## src/common/pin_ctrl_defs.svh

```systemverilog
// Offsets, field positions and reset values of the pin control block.
`ifndef PIN_CTRL_DEFS_SVH
`define PIN_CTRL_DEFS_SVH

// ----------------------------------------
// Register byte offsets
// ----------------------------------------
`define CTRL_OFS 5'h00
`define FUNC_OFS 5'h04
`define DIR_OFS 5'h08
`define OUT_OFS 5'h0c
`define IN_OFS 5'h10
`define STAT_OFS 5'h14

// ----------------------------------------
// Field positions
// ----------------------------------------
`define CTRL_DUAL_BIT 0
`define CTRL_SPI_BIT 1
`define FUNC_GP0_LSB 0
`define FUNC_ALT_LSB 2

// ----------------------------------------
// Encodings and reset values
// ----------------------------------------
`define GP0_GPIO 2'h0
`define GP0_AUDIO 2'h1
`define GP0_PASS 2'h2
`define CTRL_RESET 2'h0
`define FUNC_RESET 6'h00
`define DIR_RESET 7'h1f
`define OUT_RESET 7'h00
`define SYNC_W 10

`endif

```

## src/common/pin_ctrl_pkg.sv

```systemverilog
// Types shared by the pin control block and its input synchroniser.
package pin_ctrl_pkg;

    typedef enum logic [1:0] {PWR_OFF, PWR_INIT, PWR_RUN} pwr_t;

    typedef struct packed {
        logic audio_master_clock;
        logic audio_data_out_d;
        logic audio_data_out_c;
        logic audio_word_clock_alt;
        logic audio_serial_data_out;
    } audio_alt_t;

    typedef struct packed {
        logic [9:0] s1;
        logic [9:0] s2;
    } sync_t;

    typedef struct packed {
        pwr_t pwr;
        logic [1:0] ctrl;
        logic [5:0] func;
        logic [6:0] dir;
        logic [6:0] out;
        logic [4:0] gp_o;
        logic [4:0] gp_oe;
        logic [1:0] fp_o;
        logic [1:0] fp_oe;
        logic st_active;
        logic clk_int;
        logic ext_int;
        logic pll_en;
        logic miso;
        logic waitreq;
        logic [31:0] rdata;
    } state_t;

endpackage : pin_ctrl_pkg

```

## src/verilog/pin_power_ctrl.sv

```systemverilog
// Power-down, self-test strap and pin function control with an Avalon-MM slave.
//
// Function
// - Raising power_down_n enables the device and loads every register default.
// - power_down_n low tri-states all pin outputs and stops the PLL.
// - self_test_enable low disables self-test; high enters self-test mode.
// - In self-test, clock select low picks pixel clock, high internal 33 MHz.
// - Clock select acts as test clock choice only during self-test.
// - Outside self-test the shared pin is the external interrupt input.
// - After reset, pins 0-3 and 9 are outputs driving low; registers reassign.
// - Pin 0 selects GPIO, serial audio data, or self-test pass.
// - Fast pins work only in dual-link mode and reset to tri-state.
// - Registers select fast pins as GPIO or as SPI MOSI and MISO.
`timescale 1ns/1ps
`include "pin_ctrl_defs.svh"

module pin_power_ctrl
    import pin_ctrl_pkg::*;
(
    input wire logic clk_sys,
    input wire logic reset_n,
    input wire logic [4:0] address,
    input wire logic read,
    input wire logic write,
    input wire logic [31:0] writedata,
    output logic [31:0] readdata,
    output logic waitrequest,
    input wire logic power_down_n,
    input wire logic self_test_enable,
    input wire logic self_test_clock_select,
    input wire logic self_test_pass,
    input wire audio_alt_t audio_alt,
    input wire logic spi_mosi,
    output logic spi_miso,
    input wire logic [4:0] gp_pin_in,
    output logic [4:0] gp_pin_out,
    output logic [4:0] gp_pin_oe,
    input wire logic [1:0] fast_gp_pin_in,
    output logic [1:0] fast_gp_pin_out,
    output logic [1:0] fast_gp_pin_oe,
    output logic pll_enable,
    output logic self_test_active,
    output logic test_clock_internal,
    output logic external_interrupt_in
);

    // ----------------------------------------
    // Reset image and helpers
    // ----------------------------------------
    localparam state_t RESET_ST = '{
        pwr: PWR_OFF,
        ctrl: `CTRL_RESET,
        func: `FUNC_RESET,
        dir: `DIR_RESET,
        out: `OUT_RESET,
        gp_o: 5'h00,
        gp_oe: 5'h00,
        fp_o: 2'h0,
        fp_oe: 2'h0,
        st_active: 1'b0,
        clk_int: 1'b0,
        ext_int: 1'b0,
        pll_en: 1'b0,
        miso: 1'b0,
        waitreq: 1'b1,
        rdata: 32'h0000_0000
    };

    // Returns {out, oe} for a pin that is either GPIO or an alternate output.
    function automatic logic [1:0] pin_sel(
        input logic alt_en,
        input logic alt_v,
        input logic g_o,
        input logic g_oe
    );
        if (alt_en)
            pin_sel = {alt_v, 1'b1};
        else
            pin_sel = {g_o, g_oe};
    endfunction : pin_sel

    state_t st;
    state_t next_st;
    logic [`SYNC_W-1:0] sy;
    logic pd_n;
    logic ste;
    logic csel;
    logic [4:0] gpi;
    logic [1:0] fpi;
    logic run;
    logic dual;
    logic spi;
    logic [3:0] alt_v;

    // ----------------------------------------
    // Pin input synchronisers
    // ----------------------------------------
    pin_sync u_sync (
        .clk_sys(clk_sys),
        .reset_n(reset_n),
        .pin_in({fast_gp_pin_in, gp_pin_in, self_test_clock_select,
            self_test_enable, power_down_n}),
        .pin_sync_out(sy)
    );

    // Straps and GPIO inputs are used only as synchronised copies; spi_mosi, self_test_pass and audio_alt are not.
    assign pd_n = sy[0];
    assign ste = sy[1];
    assign csel = sy[2];
    assign gpi = sy[7:3];
    assign fpi = sy[9:8];
    assign run = (st.pwr == PWR_RUN);
    assign dual = st.ctrl[`CTRL_DUAL_BIT];
    assign spi = st.ctrl[`CTRL_SPI_BIT];
    assign alt_v = {audio_alt.audio_master_clock, audio_alt.audio_data_out_d,
        audio_alt.audio_data_out_c, audio_alt.audio_word_clock_alt};

    // ----------------------------------------
    // Next state
    // ----------------------------------------
    always_comb
    begin
        logic [1:0] ps;
        ps = 2'h0;
        next_st = st;
        next_st.waitreq = 1'b1;

        // Power sequencing: defaults are reloaded on every wake-up.
        case (st.pwr)
            PWR_OFF:
            begin
                next_st = RESET_ST;
                if (pd_n)
                    next_st.pwr = PWR_INIT;
            end
            PWR_INIT:
            begin
                next_st = RESET_ST;
                next_st.pwr = PWR_RUN;
            end
            PWR_RUN:
            begin
                if (!pd_n)
                    next_st = RESET_ST;
            end
            default:
            begin
                next_st = RESET_ST;
            end
        endcase

        // Avalon-MM slave: one wait cycle, then the access completes.
        next_st.waitreq = 1'b1;
        if ((read || write) && st.waitreq)
        begin
            next_st.waitreq = 1'b0;
            case (address)
                `CTRL_OFS: next_st.rdata = {30'h0, st.ctrl};
                `FUNC_OFS: next_st.rdata = {26'h0, st.func};
                `DIR_OFS: next_st.rdata = {25'h0, st.dir};
                `OUT_OFS: next_st.rdata = {25'h0, st.out};
                `IN_OFS: next_st.rdata = {25'h0, fpi, gpi};
                `STAT_OFS:
                    next_st.rdata = {28'h0, st.ext_int, st.clk_int,
                        st.st_active, run};
                default: next_st.rdata = 32'h0000_0000;
            endcase
        end
        if (write && !st.waitreq && run && pd_n)
        begin
            case (address)
                `CTRL_OFS: next_st.ctrl = writedata[1:0];
                `FUNC_OFS: next_st.func = writedata[5:0];
                `DIR_OFS: next_st.dir = writedata[6:0];
                `OUT_OFS: next_st.out = writedata[6:0];
                default: next_st.out = st.out;
            endcase
        end

        // Mode straps: the shared pin has one meaning at a time.
        next_st.pll_en = (st.pwr != PWR_OFF);
        next_st.st_active = run && ste;
        next_st.clk_int = run && ste && csel;
        next_st.ext_int = run && !ste && csel;

        // General-purpose pins; outputs are dropped while powered down.
        if (run)
        begin
            case (st.func[`FUNC_GP0_LSB +: 2])
                `GP0_AUDIO:
                    ps = {audio_alt.audio_serial_data_out, 1'b1};
                `GP0_PASS:
                    ps = {self_test_pass, 1'b1};
                default:
                    ps = {st.out[0], st.dir[0]};
            endcase
            next_st.gp_o[0] = ps[1];
            next_st.gp_oe[0] = ps[0];
            for (int i = 1; i < 5; i++)
            begin
                ps = pin_sel(st.func[`FUNC_ALT_LSB + i - 1], alt_v[i - 1],
                    st.out[i], st.dir[i]);
                next_st.gp_o[i] = ps[1];
                next_st.gp_oe[i] = ps[0];
            end
        end
        else
        begin
            next_st.gp_o = 5'h00;
            next_st.gp_oe = 5'h00;
        end

        // Fast pins: idle unless dual-link mode is set.
        next_st.miso = 1'b0;
        if (!run || !dual)
        begin
            next_st.fp_o = 2'h0;
            next_st.fp_oe = 2'h0;
        end
        else if (spi)
        begin
            next_st.fp_o = {1'b0, spi_mosi};
            next_st.fp_oe = 2'h1;
            next_st.miso = fpi[1];
        end
        else
        begin
            next_st.fp_o = st.out[6:5];
            next_st.fp_oe = st.dir[6:5];
        end
    end

    always_ff @(posedge clk_sys or negedge reset_n)
    begin
        if (!reset_n)
            st <= RESET_ST;
        else
            st <= next_st;
    end

    // ----------------------------------------
    // Outputs
    // ----------------------------------------
    assign readdata = st.rdata;
    assign waitrequest = st.waitreq;
    assign spi_miso = st.miso;
    assign gp_pin_out = st.gp_o;
    assign gp_pin_oe = st.gp_oe;
    assign fast_gp_pin_out = st.fp_o;
    assign fast_gp_pin_oe = st.fp_oe;
    assign pll_enable = st.pll_en;
    assign self_test_active = st.st_active;
    assign test_clock_internal = st.clk_int;
    assign external_interrupt_in = st.ext_int;
endmodule : pin_power_ctrl

```

## src/verilog/pin_sync.sv

```systemverilog
// Two-flop synchroniser for the asynchronous pin inputs.
`timescale 1ns/1ps
`include "pin_ctrl_defs.svh"

module pin_sync
    import pin_ctrl_pkg::*;
(
    input wire logic clk_sys,
    input wire logic reset_n,
    input wire logic [`SYNC_W-1:0] pin_in,
    output logic [`SYNC_W-1:0] pin_sync_out
);

    sync_t st;
    sync_t next_st;

    always_comb
    begin
        next_st = st;
        next_st.s1 = pin_in;
        next_st.s2 = st.s1;
    end

    always_ff @(posedge clk_sys or negedge reset_n)
    begin
        if (!reset_n)
            st <= '0;
        else
            st <= next_st;
    end

    assign pin_sync_out = st.s2;
endmodule : pin_sync

```

## config.mk

```make
export PLATFORM = sky130hd
export DESIGN_NAME = pin_power_ctrl
export DESIGN_NICKNAME = d
export VERILOG_FILES = /design/src/common/pin_ctrl_pkg.sv /design/src/verilog/pin_power_ctrl.sv /design/src/verilog/pin_sync.sv
export VERILOG_INCLUDE_DIRS = /design/src /design/src/common
export SDC_FILE = /design/constraint.sdc
export NUM_CORES = 1
export LEC_CHECK = 0
export BUFFER_PORTS_ARGS = -buffer_cell sky130_fd_sc_hd__clkbuf_2
export CORE_MARGIN = 2
export CORE_UTILIZATION = 45
export DETAILED_ROUTE_END_ITERATION = 10
export PLACE_DENSITY_LB_ADDON = 0.25
export REMOVE_ABC_BUFFERS = 1
export SLEW_MARGIN = 40
export SYNTH_ARGS = -nofsm -noshare
export SYNTH_HDL_FRONTEND = slang
export SYNTH_HIERARCHICAL = 1
export SYNTH_SLANG_ARGS = --single-unit
```

## constraint.sdc

```tcl
create_clock -name clk_sys -period 1.55 [get_ports clk_sys]
set_input_delay 0.31 -clock clk_sys [delete_from_list [all_inputs] [get_ports clk_sys]]
set_output_delay 0.31 -clock clk_sys [all_outputs]
set_load 0.02 [all_outputs]
```

==> reports/metrics.cfg <==
[yosys]
synth_area_leaders = dfrtp_1 (51%), buf_4 (11%), dfstp_2 (5.0%)
syn_inst = 289
synth_area_um2 = 3177
synth_top_area_share_pct = 51.20
synthFlopType = dfrtp_1
synth-edff-count = 0
ys_types = 43
synth_common_cells = dfrtp_1 (65), buf_4 (46), nor2_1 (34)
yosysWarningCount = 6
yosysMostFrequentCell = dfrtp_1
synth.largest_area_cell = dfrtp_1
synth-async-reset-ratio_pct = 100.0
ys_ff_latch = 71
yosysSeqAreaShare_pct = 56.16
avgSynthCellArea_um2 = 10.99

[pwr]
powerDensity_nw_per_um2 = 1164
p_clk_share_pct = 35.5
p_leak_nw = 1.812
p_switching_mw = 1.190
p_sw_share_pct = 27.81
p_comb_share_pct = 16.6
power_frac_seq_pct = 47.8
p_int_mw = 3.088
ir_worst_vdd_mv = 0.6295

[critical_path]
cpLargestDelayFamily = simple AND/OR/NAND/NOR gates
path_common_cell = buf_4
end_kind = flip-flop
crit_required_ns = 1.76
cp.arrival_ns = 1.67
crit_buf_inv = 2
cpPeakStageDelay_ns = 0.41
crit_chain = nand3b_1 -> buf_4 -> nor4_4 -> buf_4 -> o21ai_0
reg2reg_slack_ns = 0.09
crit_type = reg2reg
crit_fanout = 12
cp_slowest_cell = dfrtp_1
start_kind = flip-flop

[die]
dieWidth_um = 88.02
die_y_um = 88.02
rows = 30
io_pins = 110
core_area_um2 = 6832
die-area_um2 = 7748
start_util_pct = 46.50

[routing]
vias = 2157
routedWlPerCell_um = 14.08
drc_errors = 0
drt_iter0_markers = 132
vias_per_cell = 4.804
drt-pass1-iter-count = 4
ant_nets = 0
wl_um = 6320

[cells_and_area]
fillers = 626
final_core_util_pct = 53.79
multi_input_area_um2 = 1091
final_area_um2 = 3675
diodes = 0
area_delta_synth_final_pct = 15.68
drive_gt1_share_pct = 30.88
layout.nets = 408
layout.area.seq_um2 = 1784

[placed_design]
place_congestion = 0.8519
dpl-instance-area_um2 = 3453
post-dp-hpwl_um = 4585
place_ws_ns = -0.2255
io_buffer_count = 59

[timing]
worst_slack_ns = 0.09436
fin_crit_sh_pct = 93.91
report.final.slew_viol_count = 0
whs_ns = -0.008926
finalHoldViolations = 8
skew_ns = 0.008991
fin_setup_tns_ns = 0
setup_viol = 0
max_freq_mhz = 687.0
min_period_ns = 1.456
rsz0062_at_grt = no

[global_routing]
track_usage_pct = 17.33
grt_overflow = 0
grt_pass1_vias = 2016
grt_start_max_net_pins = 72
antenna_found_initial = 0
grt_pass1_wl_um = 10010

[run]
max_cap_violations = 0

[clocking]
numClockSinks = 71
cts_hold_buf = 0
htreeDepth = 3
numCtsBuffers = 9
cts-root-buf = clkbuf_8
clkLatencyLatePin_ns = 0.34
clk_pin_slew_ns = 0.08
cts_tree = done
clockBufferDepth = 2
cts_setup_buffers = 0

[status]
violations = hold timing
outcome = finished with violations

[worst_hold_path]
hp-class = in2async

==> layer usage <==
metal / vias to the layer above / global-route usage (%) / routed length, µm
met3: 10 / 5.090 / 448
li1: 1037 / - / -
met4: 0 / 8.678 / 112
met2: 92 / 25.62 / 2873
met5: - / 0 / 0
met1: 1018 / 23.41 / 2885
==> per-stage QoR <==
step | std cells | power, mW
6_report | 449 | 4.278
5_1_grt | 449 | 4.487
4_1_cts | 449 | 4.327
3_5_place_dp | 433 | 2.794
3_3_place_gp | 433 | 2.782
2_1_floorplan | 260 | 2.457
==> final timing paths <==
kind,from,end,depth (start not counted)
worst max register to register,st[74],st[70],5
min in group clk_sys,gp_pin_in[1],u_sync/next_st[4],1
worst min register to register,u_sync/next_st[3],u_sync/pin_sync_out[3],0
worst min-delay path,reset_n,gp_pin_out[3],2
max in group asynchronous,reset_n,waitrequest,2
worst max-delay path,st[74],st[70],5
==> registers in the layout (all words and copies together), names as in the netlist, 2 cells and up <==
name / cells
readdata: 7
u_sync/pin_sync_out: 10
u_sync/next_st: 10
fast_gp_pin_out: 2
st: 22
gp_pin_oe: 5
fast_gp_pin_oe: 2
gp_pin_out: 5
==> cells by family after synthesis <==
family / Yosys count / share of synthesized area, %
buf+inv: 60 / 12.68
fa+ha+maj: 2 / 0.7876
mux: 15 / 4.805
compound gates: 44 / 9.295
flops: 71 / 56.16
simple gates: 96 / 16.15
other cells: 1 / 0.1180
==> layout by cell type, fill, tap and decap left out, types with 6 or more instances in the layout <==
master,Yosys,routed
dfrtp_1,65,65
clkbuf_2,0,58
nor2_1,34,33
nand2_1,27,27
conb_1,1,25
buf_4,46,17
mux2i_1,13,13
o21ai_0,12,12
clkbuf_8,0,12
a21oi_1,8,8
a22o_1,8,8
inv_1,7,7
nor3_1,6,6
dfstp_2,6,6
==> power groups by stage <==
stage                     clock network (mW)  registers, mW  logic (mW)
final                                   1.52           2.05       0.712
after global routing                    1.64           2.07       0.777
after CTS                               1.57           2.05       0.714
after detailed placement                   0           2.08       0.711
after global placement                     0           2.08       0.704
after floorplan                            0           2.19       0.269
==> timing repair <==
action / CTS / global route
endpoints found under the setup margin: 0 / 2
hold endpoints to repair: 0 / 0
gates resized for setup: 0 / 2
==> layout make-up <==
cell class | count | share of cell area (%)
Sequential cell | 71 | 48.55
Multi-Input combinational cell | 182 | 29.69
Timing Repair Buffer | 77 | 12.05
Clock buffer | 14 | 4.699
Tap cell | 96 | 3.269
Clock inverter | 2 | 1.021
Inverter | 7 | 0.7150
No activity file was read; power rests on OpenSTA's default activity.
